## src/include/pps_pkg.sv

```systemverilog
// constants, types and state records for the platform power sequencing glue
// assumes one 100 MHz clock, a synchronous active-low reset and an APB master
package pps_pkg;

    // timing
    localparam int CLK_PERIOD_NS = 10;
    localparam int TICK_NS       = 1000000;
    localparam int TICK_CYCLES   = TICK_NS / CLK_PERIOD_NS;
    localparam int DELAY_MIN_MS  = 100;
    localparam int DELAY_MAX_MS  = 120;
    localparam int DELAY_TICKS   = DELAY_MIN_MS;
    localparam int TMR_DIV_W     = 17;
    localparam int TMR_MS_W      = 7;

    // register map, printed offsets are word indexes
    localparam int           ADDR_W      = 12;
    localparam logic [7:0]   WAKE_IDX    = 8'h16;
    localparam logic [7:0]   LOCK_IDX    = 8'h20;
    localparam logic [7:0]   STAT_IDX    = 8'h21;
    localparam logic [11:0]  WAKE_ADDR   = {2'h0, WAKE_IDX, 2'h0};
    localparam logic [11:0]  LOCK_ADDR   = {2'h0, LOCK_IDX, 2'h0};
    localparam logic [11:0]  STAT_ADDR   = {2'h0, STAT_IDX, 2'h0};
    localparam logic [7:0]   WAKE_RESET  = 8'h80;
    localparam int           SEL_LSB     = 2;
    localparam int           SEL_MSB     = 3;
    localparam logic [1:0]   SEL_DELAYED = 2'h0;
    localparam logic [1:0]   SEL_NODELAY = 2'h1;
    localparam int           LOCK_BIT    = 0;
    localparam logic [31:0]  RD_ZERO     = 32'h0;

    // status bit positions
    localparam int STAT_PPG    = 0;
    localparam int STAT_WAIT   = 1;
    localparam int STAT_LATCH  = 2;
    localparam int STAT_REGSW  = 3;
    localparam int STAT_W      = 4;

    typedef enum logic [2:0] {
        ST_OFF  = 3'b001,
        ST_WAIT = 3'b010,
        ST_ON   = 3'b100
    } pps_state_e;

    typedef struct packed {
        logic              psel;
        logic              penable;
        logic              pwrite;
        logic [ADDR_W-1:0] paddr;
        logic [31:0]       pwdata;
    } pps_apb_req_s;

    typedef struct packed {
        logic        pready;
        logic        pslverr;
        logic [31:0] prdata;
    } pps_apb_rsp_s;

    typedef struct packed {
        pps_state_e  state;
        logic [7:0]  wake;
        logic        lock;
        logic        ppg;
        logic        guard_oe;
        logic        regsw_oe;
        logic        latched;
        logic        rsn_prev;
        logic        pg_prev;
        logic        pready;
        logic        pslverr;
        logic [31:0] prdata;
    } pps_core_s;

    typedef struct packed {
        logic [TMR_DIV_W-1:0] div;
        logic [TMR_MS_W-1:0]  ms;
        logic                 done;
    } pps_tmr_s;

endpackage

```

## src/core/pps_delay_timer.sv

```systemverilog
// power good delay timer: a 1 ms enable divider and a millisecond counter
// assumes run is a level from the sequencer; dropping it clears all counts
`timescale 1ns/1ps
module pps_delay_timer import pps_pkg::*; #(
    parameter int TICK_LEN  = TICK_CYCLES,
    parameter int TICK_NUM  = DELAY_TICKS
) (
    // clock and reset
    input  wire logic clk,
    input  wire logic resetn,
    // control
    input  wire logic run,
    output logic      done
);

    localparam logic [TMR_DIV_W-1:0] DIV_LAST = TMR_DIV_W'(TICK_LEN - 1);
    localparam logic [TMR_MS_W-1:0]  MS_LAST  = TMR_MS_W'(TICK_NUM);

    pps_tmr_s st_ff;
    pps_tmr_s nxt_st;
    logic     tick;

    always_comb begin
        nxt_st = st_ff;
        tick   = (st_ff.div == DIV_LAST);
        if (!run) begin
            // divider restarts too, so the delay never comes up short
            nxt_st = '0;
        end else if (!st_ff.done) begin
            nxt_st.div = tick ? '0 : st_ff.div + 1'b1;
            if (tick) begin
                nxt_st.ms = st_ff.ms + 1'b1;
            end
            nxt_st.done = tick && (st_ff.ms + 1'b1 == MS_LAST);
        end
    end

    always_ff @(posedge clk) begin
        if (!resetn) begin
            st_ff <= '0;
        end else begin
            st_ff <= nxt_st;
        end
    end

    assign done = st_ff.done;
endmodule

```

## src/core/pps_glue.sv

```systemverilog
// platform power good sequencer with clock guard and regulator switch outputs
// assumes supply and sleep inputs are synchronous to clk; registers over APB
//
// Decided for this implementation: the APB slave port.
`timescale 1ns/1ps
module pps_glue import pps_pkg::*; #(
    parameter int TICK_LEN = TICK_CYCLES
) (
    // clock and reset
    input  wire logic   clk,
    input  wire logic   resetn,
    // register bus
    input  pps_apb_req_s apb_req,
    output pps_apb_rsp_s apb_rsp,
    // sleep state and supply inputs
    input  wire logic   supply_power_good,
    input  wire logic   sleep_s3_n,
    input  wire logic   sleep_s5_n,
    // sequenced outputs
    output logic        platform_power_good,
    output logic        clock_line_guard_gate_o,
    output logic        clock_line_guard_gate_oe,
    output logic        regulator_switch_n_o,
    output logic        regulator_switch_n_oe,
    output logic        latched_regulator_switch
);

    pps_core_s   st_ff;
    pps_core_s   nxt_st;
    logic        tmr_done;
    logic        tmr_run;
    logic        rails_ok;
    logic        pg_rise;
    logic        sel_nodelay;
    logic        regulator_switch_internal;
    logic        sw_rise;
    logic        acc_first;
    logic        acc_commit;
    logic        hit;
    logic [31:0] rd_data;

    // the delay counter only runs in the wait state
    assign tmr_run = (st_ff.state == ST_WAIT);

    pps_delay_timer #(
        .TICK_LEN (TICK_LEN),
        .TICK_NUM (DELAY_TICKS)
    ) u_timer (
        .clk    (clk),
        .resetn (resetn),
        .run    (tmr_run),
        .done   (tmr_done)
    );

    always_comb begin
        rails_ok    = supply_power_good && sleep_s3_n;
        pg_rise     = supply_power_good && !st_ff.pg_prev;
        sel_nodelay = (st_ff.wake[SEL_MSB:SEL_LSB] == SEL_NODELAY);
        // level of the open-drain regulator switch pin, high when released
        regulator_switch_internal = !rails_ok;
        sw_rise     = regulator_switch_internal && !st_ff.rsn_prev;
        acc_first   = apb_req.psel && apb_req.penable && !st_ff.pready;
        acc_commit  = apb_req.psel && apb_req.penable && st_ff.pready;
        hit         = (apb_req.paddr == WAKE_ADDR) || (apb_req.paddr == LOCK_ADDR)
                      || (apb_req.paddr == STAT_ADDR);

        case (apb_req.paddr)
            WAKE_ADDR: begin
                rd_data = {24'h0, st_ff.wake};
            end
            LOCK_ADDR: begin
                rd_data = {31'h0, st_ff.lock};
            end
            STAT_ADDR: begin
                rd_data = {28'h0, st_ff.regsw_oe, st_ff.latched, tmr_run, st_ff.ppg};
            end
            default: begin
                rd_data = RD_ZERO;
            end
        endcase

        nxt_st = st_ff;

        // sequencer
        if (!rails_ok) begin
            nxt_st.state = ST_OFF;
        end else begin
            case (st_ff.state)
                ST_OFF: begin
                    if (pg_rise) begin
                        nxt_st.state = sel_nodelay ? ST_ON : ST_WAIT;
                    end
                end
                ST_WAIT: begin
                    if (tmr_done) begin
                        nxt_st.state = ST_ON;
                    end
                end
                ST_ON: begin
                    nxt_st.state = ST_ON;
                end
                default: begin
                    nxt_st.state = ST_OFF;
                end
            endcase
        end
        nxt_st.ppg      = (nxt_st.state == ST_ON);
        nxt_st.guard_oe = nxt_st.ppg;
        nxt_st.regsw_oe = rails_ok;
        nxt_st.pg_prev  = supply_power_good;
        nxt_st.rsn_prev = regulator_switch_internal;

        // latched switch; rsn_prev resets released so power-up shows no edge
        if (!sleep_s5_n) begin
            nxt_st.latched = 1'b0;
        end else if (sw_rise) begin
            nxt_st.latched = 1'b1;
        end else if (!regulator_switch_internal) begin
            nxt_st.latched = 1'b0;
        end else begin
            nxt_st.latched = st_ff.latched;
        end

        // apb: one wait state, answer registered
        nxt_st.pready  = 1'b0;
        nxt_st.pslverr = 1'b0;
        if (acc_first) begin
            nxt_st.pready  = 1'b1;
            nxt_st.pslverr = !hit;
            nxt_st.prdata  = apb_req.pwrite ? st_ff.prdata : rd_data;
        end
        if (acc_commit && apb_req.pwrite) begin
            if (apb_req.paddr == WAKE_ADDR) begin
                nxt_st.wake[7:SEL_MSB+1]     = apb_req.pwdata[7:SEL_MSB+1];
                nxt_st.wake[SEL_LSB-1:0]     = apb_req.pwdata[SEL_LSB-1:0];
                if (!st_ff.lock) begin
                    nxt_st.wake[SEL_MSB:SEL_LSB] = apb_req.pwdata[SEL_MSB:SEL_LSB];
                end
            end
            if (apb_req.paddr == LOCK_ADDR) begin
                // the lock only sets; reset is the only way back
                nxt_st.lock = st_ff.lock | apb_req.pwdata[LOCK_BIT];
            end
        end
    end

    always_ff @(posedge clk) begin
        if (!resetn) begin
            st_ff          <= '0;
            st_ff.state    <= ST_OFF;
            st_ff.wake     <= WAKE_RESET;
            st_ff.rsn_prev <= 1'b1;
        end else begin
            st_ff <= nxt_st;
        end
    end

    assign apb_rsp.pready           = st_ff.pready;
    assign apb_rsp.pslverr          = st_ff.pslverr;
    assign apb_rsp.prdata           = st_ff.prdata;
    assign platform_power_good      = st_ff.ppg;
    assign clock_line_guard_gate_o  = 1'b0;
    assign clock_line_guard_gate_oe = st_ff.guard_oe;
    assign regulator_switch_n_o     = 1'b0;
    assign regulator_switch_n_oe    = st_ff.regsw_oe;
    assign latched_regulator_switch = st_ff.latched;
endmodule

```

## config.mk

```make
export PLATFORM = sky130hd
export DESIGN_NAME = pps_glue
export DESIGN_NICKNAME = d
export VERILOG_FILES = /design/src/include/pps_pkg.sv /design/src/core/pps_delay_timer.sv /design/src/core/pps_glue.sv
export SDC_FILE = /design/constraint.sdc
export NUM_CORES = 1
export LEC_CHECK = 0
export CAP_MARGIN = 20
export CORE_MARGIN = 4
export CORE_UTILIZATION = 50
export CTS_BUF_LIST = sky130_fd_sc_hd__clkbuf_8
export CTS_CLUSTER_SIZE = 24
export DETAILED_ROUTE_END_ITERATION = 10
export DONT_BUFFER_PORTS = 1
export PLACE_DENSITY = 0.68
export SLEW_MARGIN = 20
export SYNTH_ARGS = -nofsm -noshare
export SYNTH_HDL_FRONTEND = slang
export SYNTH_SLANG_ARGS = --single-unit
```

## constraint.sdc

```tcl
create_clock -name clk -period 1.9 [get_ports clk]
set_input_delay 0.285 -clock clk [delete_from_list [all_inputs] [get_ports clk]]
set_output_delay 0.285 -clock clk [all_outputs]
set_load 0.02 [all_outputs]
```

==> impl_metrics.csv, run 1 <==
group,metric,value,unit
timing,tns,0,ns
route,wire_per_inst,13.79,um
timing,max_freq,576.7,MHz
layout,drive_gt1_frac,0.1118,
grt,antenna_found_initial,0,
critical_path,critPathBufInv,0,
layout,syn_to_final_growth,2.315,%
floorplanning,core-area,5172,um2
layout,fillers,490,
clocking,cts_tree,"built",
layout,final_common_cell,"dfxtp_1",
synth,avgSynthCellArea,8.607,um2
run_status,status,"completed",
clocking,htreeDepth,2,
layout,multiInputGateArea,1394,um2
synth,synth_ff_type,"dfxtp_1",
timing,fin_crit,1.734,ns
clocking,cts_sinks,52,
grt,overflow,0,
critical_path,slowest_delay,0.52,ns
place,place.gp.congestion,0.8006,
layout,final_cell_mix,"52 x dfxtp_1, 26 x conb_1, 25 x nand2_1, 24 x nor2_1, 24 x a21oi_1",
route,detail-route-antenna-nets,0,
floorplanning,fp-row-count,26,
synth,netlist_instances,314,
layout,seqCellArea,1041,um2
synth,synth_seq_area_share,0.3852,
hold_path,hold_path_class,"input pin to register",
critical_path,critPathMaxFanout,6,
critical_path,startpoint_type,"register",
critical_path,critPathSlowestCell,"or4_1",
clocking,path_clk_slew,0.10,ns
critical_path,path_delay_family,"simple AND/OR/NAND/NOR gates",
critical_path,crit_chain,"ha_1, and3_2, nand3b_1, or4_1, a21oi_1",
place,dpl_worst_slack,0.1146,ns
grt,grt_pass1_vias,1973,
floorplanning,die-width,81.52,um
clocking,numCtsBuffers,5,
place,place_hpwl,3.967,mm
run,maxCapViolCount,0,
timing,fin_ws,0.1659,ns
pwr,ir_worst_vdd,0.0003496,V
layout,num-nets-final,366,
synth,synth_seq_cells,52,
place,dpl-instance-area,2638,um2
route,drt-pass1-iter-count,4,
critical_path,cp_data_required_time,2.15,ns
synth,synthArstFlopShare,0,
synth,synth_edf_count,0,
layout,n_antenna_cell,0,
critical_path,cp_data_arrival_time,1.98,ns
clocking,cts_max_path_buffers,2,
layout,stdcell_area,2765,um2
timing,period_share,0.9127,
place,portBuffers,0,
route,wirelength,5.282,mm
synth,synth.cell_area,2703,um2
timing,hold_ws,0.05606,ns
floorplanning,die-area,6646,um2
clocking,cts-root-buf,"clkbuf_8",
timing,skew,0.008559,ns
critical_path,critPathKind,"register to register",
grt,grt_pass1_wl,9.045,mm
clocking,clk_latency,0.31,ns
timing,hold_viol,0,
grt,track_usage,0.1720,
synth,yosys.cell_types.count,56,
route,viasPerCell,5.517,
pwr,p_leak,0.9115,nW
clocking,postCtsHoldBufs,0,
route,vias,2113,
floorplanning,die_y,81.52,um
pwr,p_per_area,706.3,nW/um2
floorplanning,ios,92,
route,drc,0,
route,drt_iter0_drc,76,
timing,rsz0062_at_grt,"false",
critical_path,setup.worst_path.end_class,"register",
synth,ys_warn_count,0,
grt,grt_max_degree,20,
timing,slew_viol_final,0,
floorplanning,initial_core_util,0.5225,
timing,setup_viol,0,
==> through the flow <==
step,power (mW),utilization,cells
after floorplan,1.249,-,339
after global placement,1.212,0.5099,373
after detailed placement,1.212,0.5099,373
after CTS,1.975,0.5314,381
after global routing,2.035,0.5346,383
final,1.953,0.5346,383
==> flip-flops by register name, indices dropped and copies added, names as in the netlist <==
| signal | cells |
|---|---|
| latched_regulator_switch | 1 |
| st_ff | 14 |
| u_timer.st_ff | 24 |
| u_timer.done | 1 |
| regulator_switch_n_oe | 1 |
| clock_line_guard_gate_oe | 1 |
| apb_rsp | 10 |
==> area by class of cell <==
class	count	share of cell area
Tap cell	70	0.03167
Clock buffer	5	0.02489
Clock inverter	3	0.01538
Multi-Input combinational cell	232	0.5041
Timing Repair Buffer	14	0.03801
Sequential cell	52	0.3765
Inverter	7	0.009502
==> path summary, 6_finish.rpt <==
check                    from                        to  slack, ns  depth (start not counted)
max          u_timer.st_ff[9]          u_timer.st_ff[4]       0.17                          5
min                    resetn                 st_ff[48]       0.06                          1
max reg2reg  u_timer.st_ff[9]          u_timer.st_ff[4]       0.17                          5
min reg2reg         st_ff[35]  latched_regulator_switch       0.42                          1
==> report_power, final <==
group | leakage, nW | internal (mW) | total (mW) | switching [mW]
clock | 0.0541 | 0.390 | 0.765 | 0.375
sequential | 0.420 | 1.09 | 1.10 | 0.00649
combinational | 0.438 | 0.0143 | 0.0861 | 0.0718
==> layer usage <==
layer	vias to the layer above	routed length, um	track usage
met1	990	2322	0.2091
met4	0	67	0.05068
met5	-	0	0
li1	1068	-	-
met2	49	2618	0.3013
met3	6	274	0.03947
==> repair_timing <==
item | CTS | global route
buffers inserted | 0 | 2
setup endpoints to repair | 0 | 3
gates resized for setup | 0 | 1
endpoints found under the hold margin | 0 | 0
==> cells by family (layout without fill, tap and decap cells) <==
family | after synthesis | count (layout) | share of synthesized area
flip-flops | 52 | 52 | 0.3852
AND/OR/NAND/NOR | 129 | 129 | 0.2792
multiplexers | 4 | 4 | 0.01574
other | 1 | 26 | 0.001388
AO/OA/AOI/OAI | 60 | 60 | 0.1394
XOR/XNOR | 11 | 11 | 0.03565
buffers and inverters | 55 | 29 | 0.1343
adder cells (fa/ha/maj) | 2 | 2 | 0.009258
==> Yosys cell counts, types with 3 or more instances <==
library cell  number  area share
buf_4             37        0.10
nand2_1           25       0.035
or3_1              8       0.019
and3_1             7       0.016
o31ai_1            9       0.025
nand4b_1           4       0.013
o21ai_0           12       0.022
or4_1              5       0.014
dfxtp_1           52        0.39
nand3_1           10       0.019
inv_1              7      0.0097
a21oi_1           24       0.044
nor2_1            24       0.033
xor2_1             5       0.016
a32oi_1            3      0.0097
nand4_1           16       0.037
clkbuf_1           7      0.0097
nor3_1             6       0.011
and2_1             4      0.0093
xnor2_1            6       0.019
Power figures use the tool's default switching activity.
==> run 2, diff against run 1 <==
--- a/config.mk
+++ b/config.mk
@@ -8,7 +8,7 @@
 export CAP_MARGIN = 20
 export CORE_MARGIN = 4
 export CORE_UTILIZATION = 50
-export CTS_BUF_LIST = sky130_fd_sc_hd__clkbuf_8
+export CTS_BUF_LIST = sky130_fd_sc_hd__clkbuf_16
 export CTS_CLUSTER_SIZE = 24
 export DETAILED_ROUTE_END_ITERATION = 10
 export DONT_BUFFER_PORTS = 1
==> run 2 against run 1 <==
- non-clock buffer count fell by 1
- critical endpoint unchanged
- cell count down 0.26%
- via count about the same
- die area is the same
- register-to-register slack worse by 0.05 ns
- sequential share of layout area decreased by 0.64 points
- clock skew decreased by 0.0046 ns
- largest power group unchanged
- design area grew 1.7%
==> impl_metrics.csv, run 2 (synthesis gave the netlist of run 1 again) <==
group,metric,value,unit
run_status,status,"completed",
place,dpl.cell_count,373,
pwr,p_per_area,782.1,nW/um2
hold_path,hold_path_class,"input pin to register",
timing,tns,0,ns
timing,max_freq,561.0,MHz
floorplanning,die-area,6646,um2
layout,n_antenna_cell,0,
timing,hold_ws,0.07660,ns
pwr,p_leak,0.9336,nW
route,viasPerCell,5.526,
clocking,cts_sinks,52,
route,wirelength,5.370,mm
clocking,cts-root-buf,"clkbuf_16",
critical_path,critPathKind,"register to register",
place,place_hpwl,3.967,mm
critical_path,slowest_delay,0.53,ns
route,vias,2111,
route,detail-route-antenna-nets,0,
floorplanning,core-area,5172,um2
layout,final_cells,382,
layout,syn_to_final_growth,4.074,%
timing,period_share,0.9381,
pwr,p_total,2.200,mW
critical_path,cp_data_arrival_time,2.00,ns
grt,grt_max_degree,20,
critical_path,cp_data_required_time,2.12,ns
critical_path,setup.worst_path.end_class,"register",
layout,largest-register,"u_timer.st_ff",
clocking,numCtsBuffers,5,
route,drc,0,
grt,track_usage,0.1729,
timing,fin_ws,0.1175,ns
floorplanning,initial_core_util,0.5225,
clocking,htreeDepth,2,
layout,drive_gt1_frac,0.1058,
clocking,postCtsHoldBufs,0,
timing,slew_viol_final,0,
critical_path,crit_chain,"ha_1, and3_1, nand3b_1, or4_1, a21oi_1",
timing,skew,0.003942,ns
floorplanning,die_y,81.52,um
grt,overflow,0,
layout,final_common_cell,"dfxtp_1",
place,portBuffers,0,
clocking,cts_tree,"built",
place,dpl_worst_slack,0.1146,ns
clocking,cts_max_path_buffers,2,
layout,num-nets-final,365,
route,drt_iter0_drc,75,
run,maxCapViolCount,0,
place,place.gp.congestion,0.8006,
timing,hold_viol,0,
floorplanning,die-width,81.52,um
layout,final_cell_mix,"52 x dfxtp_1, 26 x conb_1, 25 x nand2_1, 24 x nor2_1, 24 x a21oi_1",
clocking,clk_latency,0.29,ns
grt,grt_pass1_wl,9.094,mm
layout,largest_register_ffs,24,
clocking,path_clk_slew,0.07,ns
layout,stdcell_area,2813,um2
route,wire_per_inst,14.06,um
grt,antenna_found_initial,0,
floorplanning,ios,92,
critical_path,critPathMaxFanout,6,
timing,setup_viol,0,
clocking,cts_resized,0,
place,dpl-instance-area,2638,um2
layout,fillers,481,
layout,post-route-util,0.5438,
timing,rsz0062_at_grt,"false",
critical_path,startpoint_type,"register",
timing,fin_crit,1.782,ns
pwr,ir_worst_vdd,0.0004085,V
critical_path,critPathSlowestCell,"or4_1",
route,drt-pass1-iter-count,4,
grt,grt_pass1_vias,1975,
floorplanning,fp-row-count,26,
-- run 2: changes by cell type in the layout (fill, tap and decap cells not counted) --
cell       change
clkbuf_16      +5
clkbuf_8       -5
and3_1         +1
and3_2         -1
buf_4          -1
-- run 2: layout make-up --
cell class | count | area [um2] | area share
sequential | 52 | 1041 | 0.3701
multi-input combinational | 232 | 1393 | 0.4951
inverter | 7 | 26.28 | 0.009342
clock buffer | 5 | 125.1 | 0.04448
timing repair buffer | 13 | 97.59 | 0.03470
clock inverter | 3 | 42.54 | 0.01512
tap | 70 | 87.58 | 0.03114
-- run 2: power breakdown --
group	switching, mW	internal, mW
Combinational	0.0720	0.0143
Clock	0.393	0.619
Sequential	0.00653	1.10
-- run 2: timing repair --
item                       CTS  global route
setup endpoints to repair    0             1
setup buffers                0             1
hold endpoints to repair     0             0
-- run 2: final timing paths --
path,endpoint,slack [ns],cells past startpoint,startpoint
worst min register to register,latched_regulator_switch,0.42,1,st_ff[35]
worst min-delay path,st_ff[48],0.08,1,resetn
worst max register to register,u_timer.st_ff[4],0.12,5,u_timer.st_ff[9]
worst max-delay path,u_timer.st_ff[4],0.12,5,u_timer.st_ff[9]
-- run 2: per-layer routing --
metal	part of all wire	vias up	routed length, um	GRT usage
li1	-	1064	-	-
met1	0.43	989	2306	0.2105
met2	0.51	53	2723	0.3029
met3	0.053	5	283	0.03947
met4	0.011	0	57	0.05068
met5	0	-	0	0
-- run 2: critical path, delay by kind of cell (launching register included) --
kind / cells / cell delay [ns]
AND/OR/NAND/NOR: 3 / 0.99
adder cells (fa/ha/maj): 1 / 0.20
flip-flops: 1 / 0.38
AO/OA/AOI/OAI: 1 / 0.14
==> run 3, diff against run 2 <==
--- a/config.mk
+++ b/config.mk
@@ -6,7 +6,6 @@
 export NUM_CORES = 1
 export LEC_CHECK = 0
 export CAP_MARGIN = 20
-export CORE_MARGIN = 4
 export CORE_UTILIZATION = 50
 export CTS_BUF_LIST = sky130_fd_sc_hd__clkbuf_16
 export CTS_CLUSTER_SIZE = 24
==> run 3 against run 2 <==
- sequential power about the same
- utilization decreased by 0.31 points
- clock-buffer cell count unchanged
- critical path depth unchanged
- cell count unchanged
- critical path type unchanged
- highest routed layer unchanged
==> impl_metrics.csv, run 3 (synthesis gave the netlist of run 1 again) <==
group,metric,value,unit
grt,overflow,0,
critical_path,worstSetupPathDepth,5,
route,drt_iter0_drc,98,
critical_path,regToRegEndpoint,"u_timer.st_ff[7]",
layout,syn_to_final_growth,3.472,%
timing,hold_ws,0.09380,ns
route,drc,0,
layout,seqCellArea,1041,um2
run_status,status,"completed",
layout,largest-register,"u_timer.st_ff",
timing,max_freq,581.8,MHz
grt,antenna_found_initial,0,
layout,final_cells,382,
pwr,p_total,2.037,mW
route,viasPerCell,5.500,
pwr,ir_worst_vdd,0.0003928,V
run,maxCapViolCount,0,
pwr,p_per_area,728.5,nW/um2
timing,period_share,0.9046,
critical_path,setup.worst_path.end_class,"register",
pwr,p_leak,0.9315,nW
grt,grt_pass1_vias,1896,
floorplanning,die-area,5703,um2
critical_path,cp_data_required_time,2.11,ns
place,dpl-instance-area,2658,um2
hold_path,hold_path_class,"input pin to register",
route,wire_per_inst,13.48,um
layout,drive_gt1_frac,0.1026,
clocking,cts_tree,"built",
hold_path,hold-path-endpoint,"st_ff[48]",
clocking,htreeDepth,2,
route,drt-pass1-iter-count,4,
layout,fillers,499,
floorplanning,die-width,75.52,um
clocking,cts_sinks,52,
timing,skew,0.004812,ns
critical_path,crit_start,"u_timer.st_ff[8]",
grt,grt_pass1_wl,8.645,mm
layout,n_antenna_cell,0,
floorplanning,ios,92,
clocking,cts_max_path_buffers,2,
timing,fin_crit,1.719,ns
layout,final_cell_mix,"52 x dfxtp_1, 26 x conb_1, 25 x nand2_1, 24 x nor2_1, 24 x a21oi_1",
critical_path,critPathSlowestCell,"or4_1",
route,vias,2101,
layout,num-nets-final,365,
critical_path,startpoint_type,"register",
critical_path,reg2reg_from,"u_timer.st_ff[8]",
layout,multiInputGateArea,1393,um2
critical_path,cp_data_arrival_time,1.93,ns
place,dpl.cell_count,374,
route,wirelength,5.150,mm
critical_path,critPathMaxFanout,4,
floorplanning,fp-row-count,26,
clocking,cts_resized,0,
place,portBuffers,0,
grt,track_usage,0.1988,
timing,slew_viol_final,0,
floorplanning,core-area,5172,um2
layout,largest_register_ffs,24,
timing,rsz0062_at_grt,"false",
layout,stdcell_area,2796,um2
place,place_hpwl,3.815,mm
clocking,numCtsBuffers,5,
critical_path,critPathBufInv,0,
timing,hold_viol,0,
layout,final_common_cell,"dfxtp_1",
critical_path,crit_chain,"ha_1, and3_1, nand4b_1, or4_1, a21oi_1",
route,detail-route-antenna-nets,0,
place,dpl_worst_slack,0.09515,ns
timing,tns,0,ns
hold_path,hold_start,"resetn",
critical_path,critPathKind,"register to register",
grt,grt_max_degree,20,
floorplanning,initial_core_util,0.5225,
critical_path,slowest_delay,0.50,ns
clocking,cts-root-buf,"clkbuf_16",
clocking,path_clk_slew,0.06,ns
critical_path,path_delay_family,"simple AND/OR/NAND/NOR gates",
floorplanning,die_y,75.52,um
layout,post-route-util,0.5406,
hold_path,hold_depth,1,
timing,fin_ws,0.1813,ns
timing,setup_viol,0,
critical_path,reg2regPathDepth,5,
clocking,postCtsSetupBuffers,0,
clocking,clk_latency,0.28,ns
critical_path,reg2reg_slack,0.18,ns
place,place.gp.congestion,0.7984,
clocking,postCtsHoldBufs,0,
-- run 3: cell types whose count changed in the layout (fill, tap and decap cells not counted), sizes merged --
| cell | delta |
|---|---|
| clkinv | +2 |
| clkinvlp | -1 |
| bufinv | -1 |
-- run 3: routing by layer --
| metal | track usage | wire length, um |
|---|---|---|
| met2 | 0.3363 | 2471 |
| met3 | 0.05952 | 259 |
| met4 | 0.05556 | 42 |
| met1 | 0.2463 | 2377 |
| met5 | 0 | 0 |
-- run 3: how the worst max path moves through the flow --
stage                       end  slack (ns)
6_report       u_timer.st_ff[7]        0.18
5_1_grt        u_timer.st_ff[3]        0.06
4_1_cts        u_timer.st_ff[6]        0.18
3_5_place_dp          st_ff[43]         0.1
3_3_place_gp          st_ff[43]        0.11
2_1_floorplan         st_ff[43]        0.21
-- run 3: area by class of cell --
cell class	instances	area share
clock buffer	5	0.04474
multi-input combinational	232	0.4980
timing repair buffer	13	0.03937
tap	70	0.03132
sequential	52	0.3723
clock inverter	3	0.004922
inverter	7	0.009396
-- run 3: power breakdown --
part | total [mW] | leakage (nW) | switching [mW] | internal [mW]
Sequential | 1.10 | 0.420 | 0.00837 | 1.10
Combinational | 0.0829 | 0.441 | 0.0694 | 0.0135
Clock | 0.850 | 0.0710 | 0.371 | 0.479
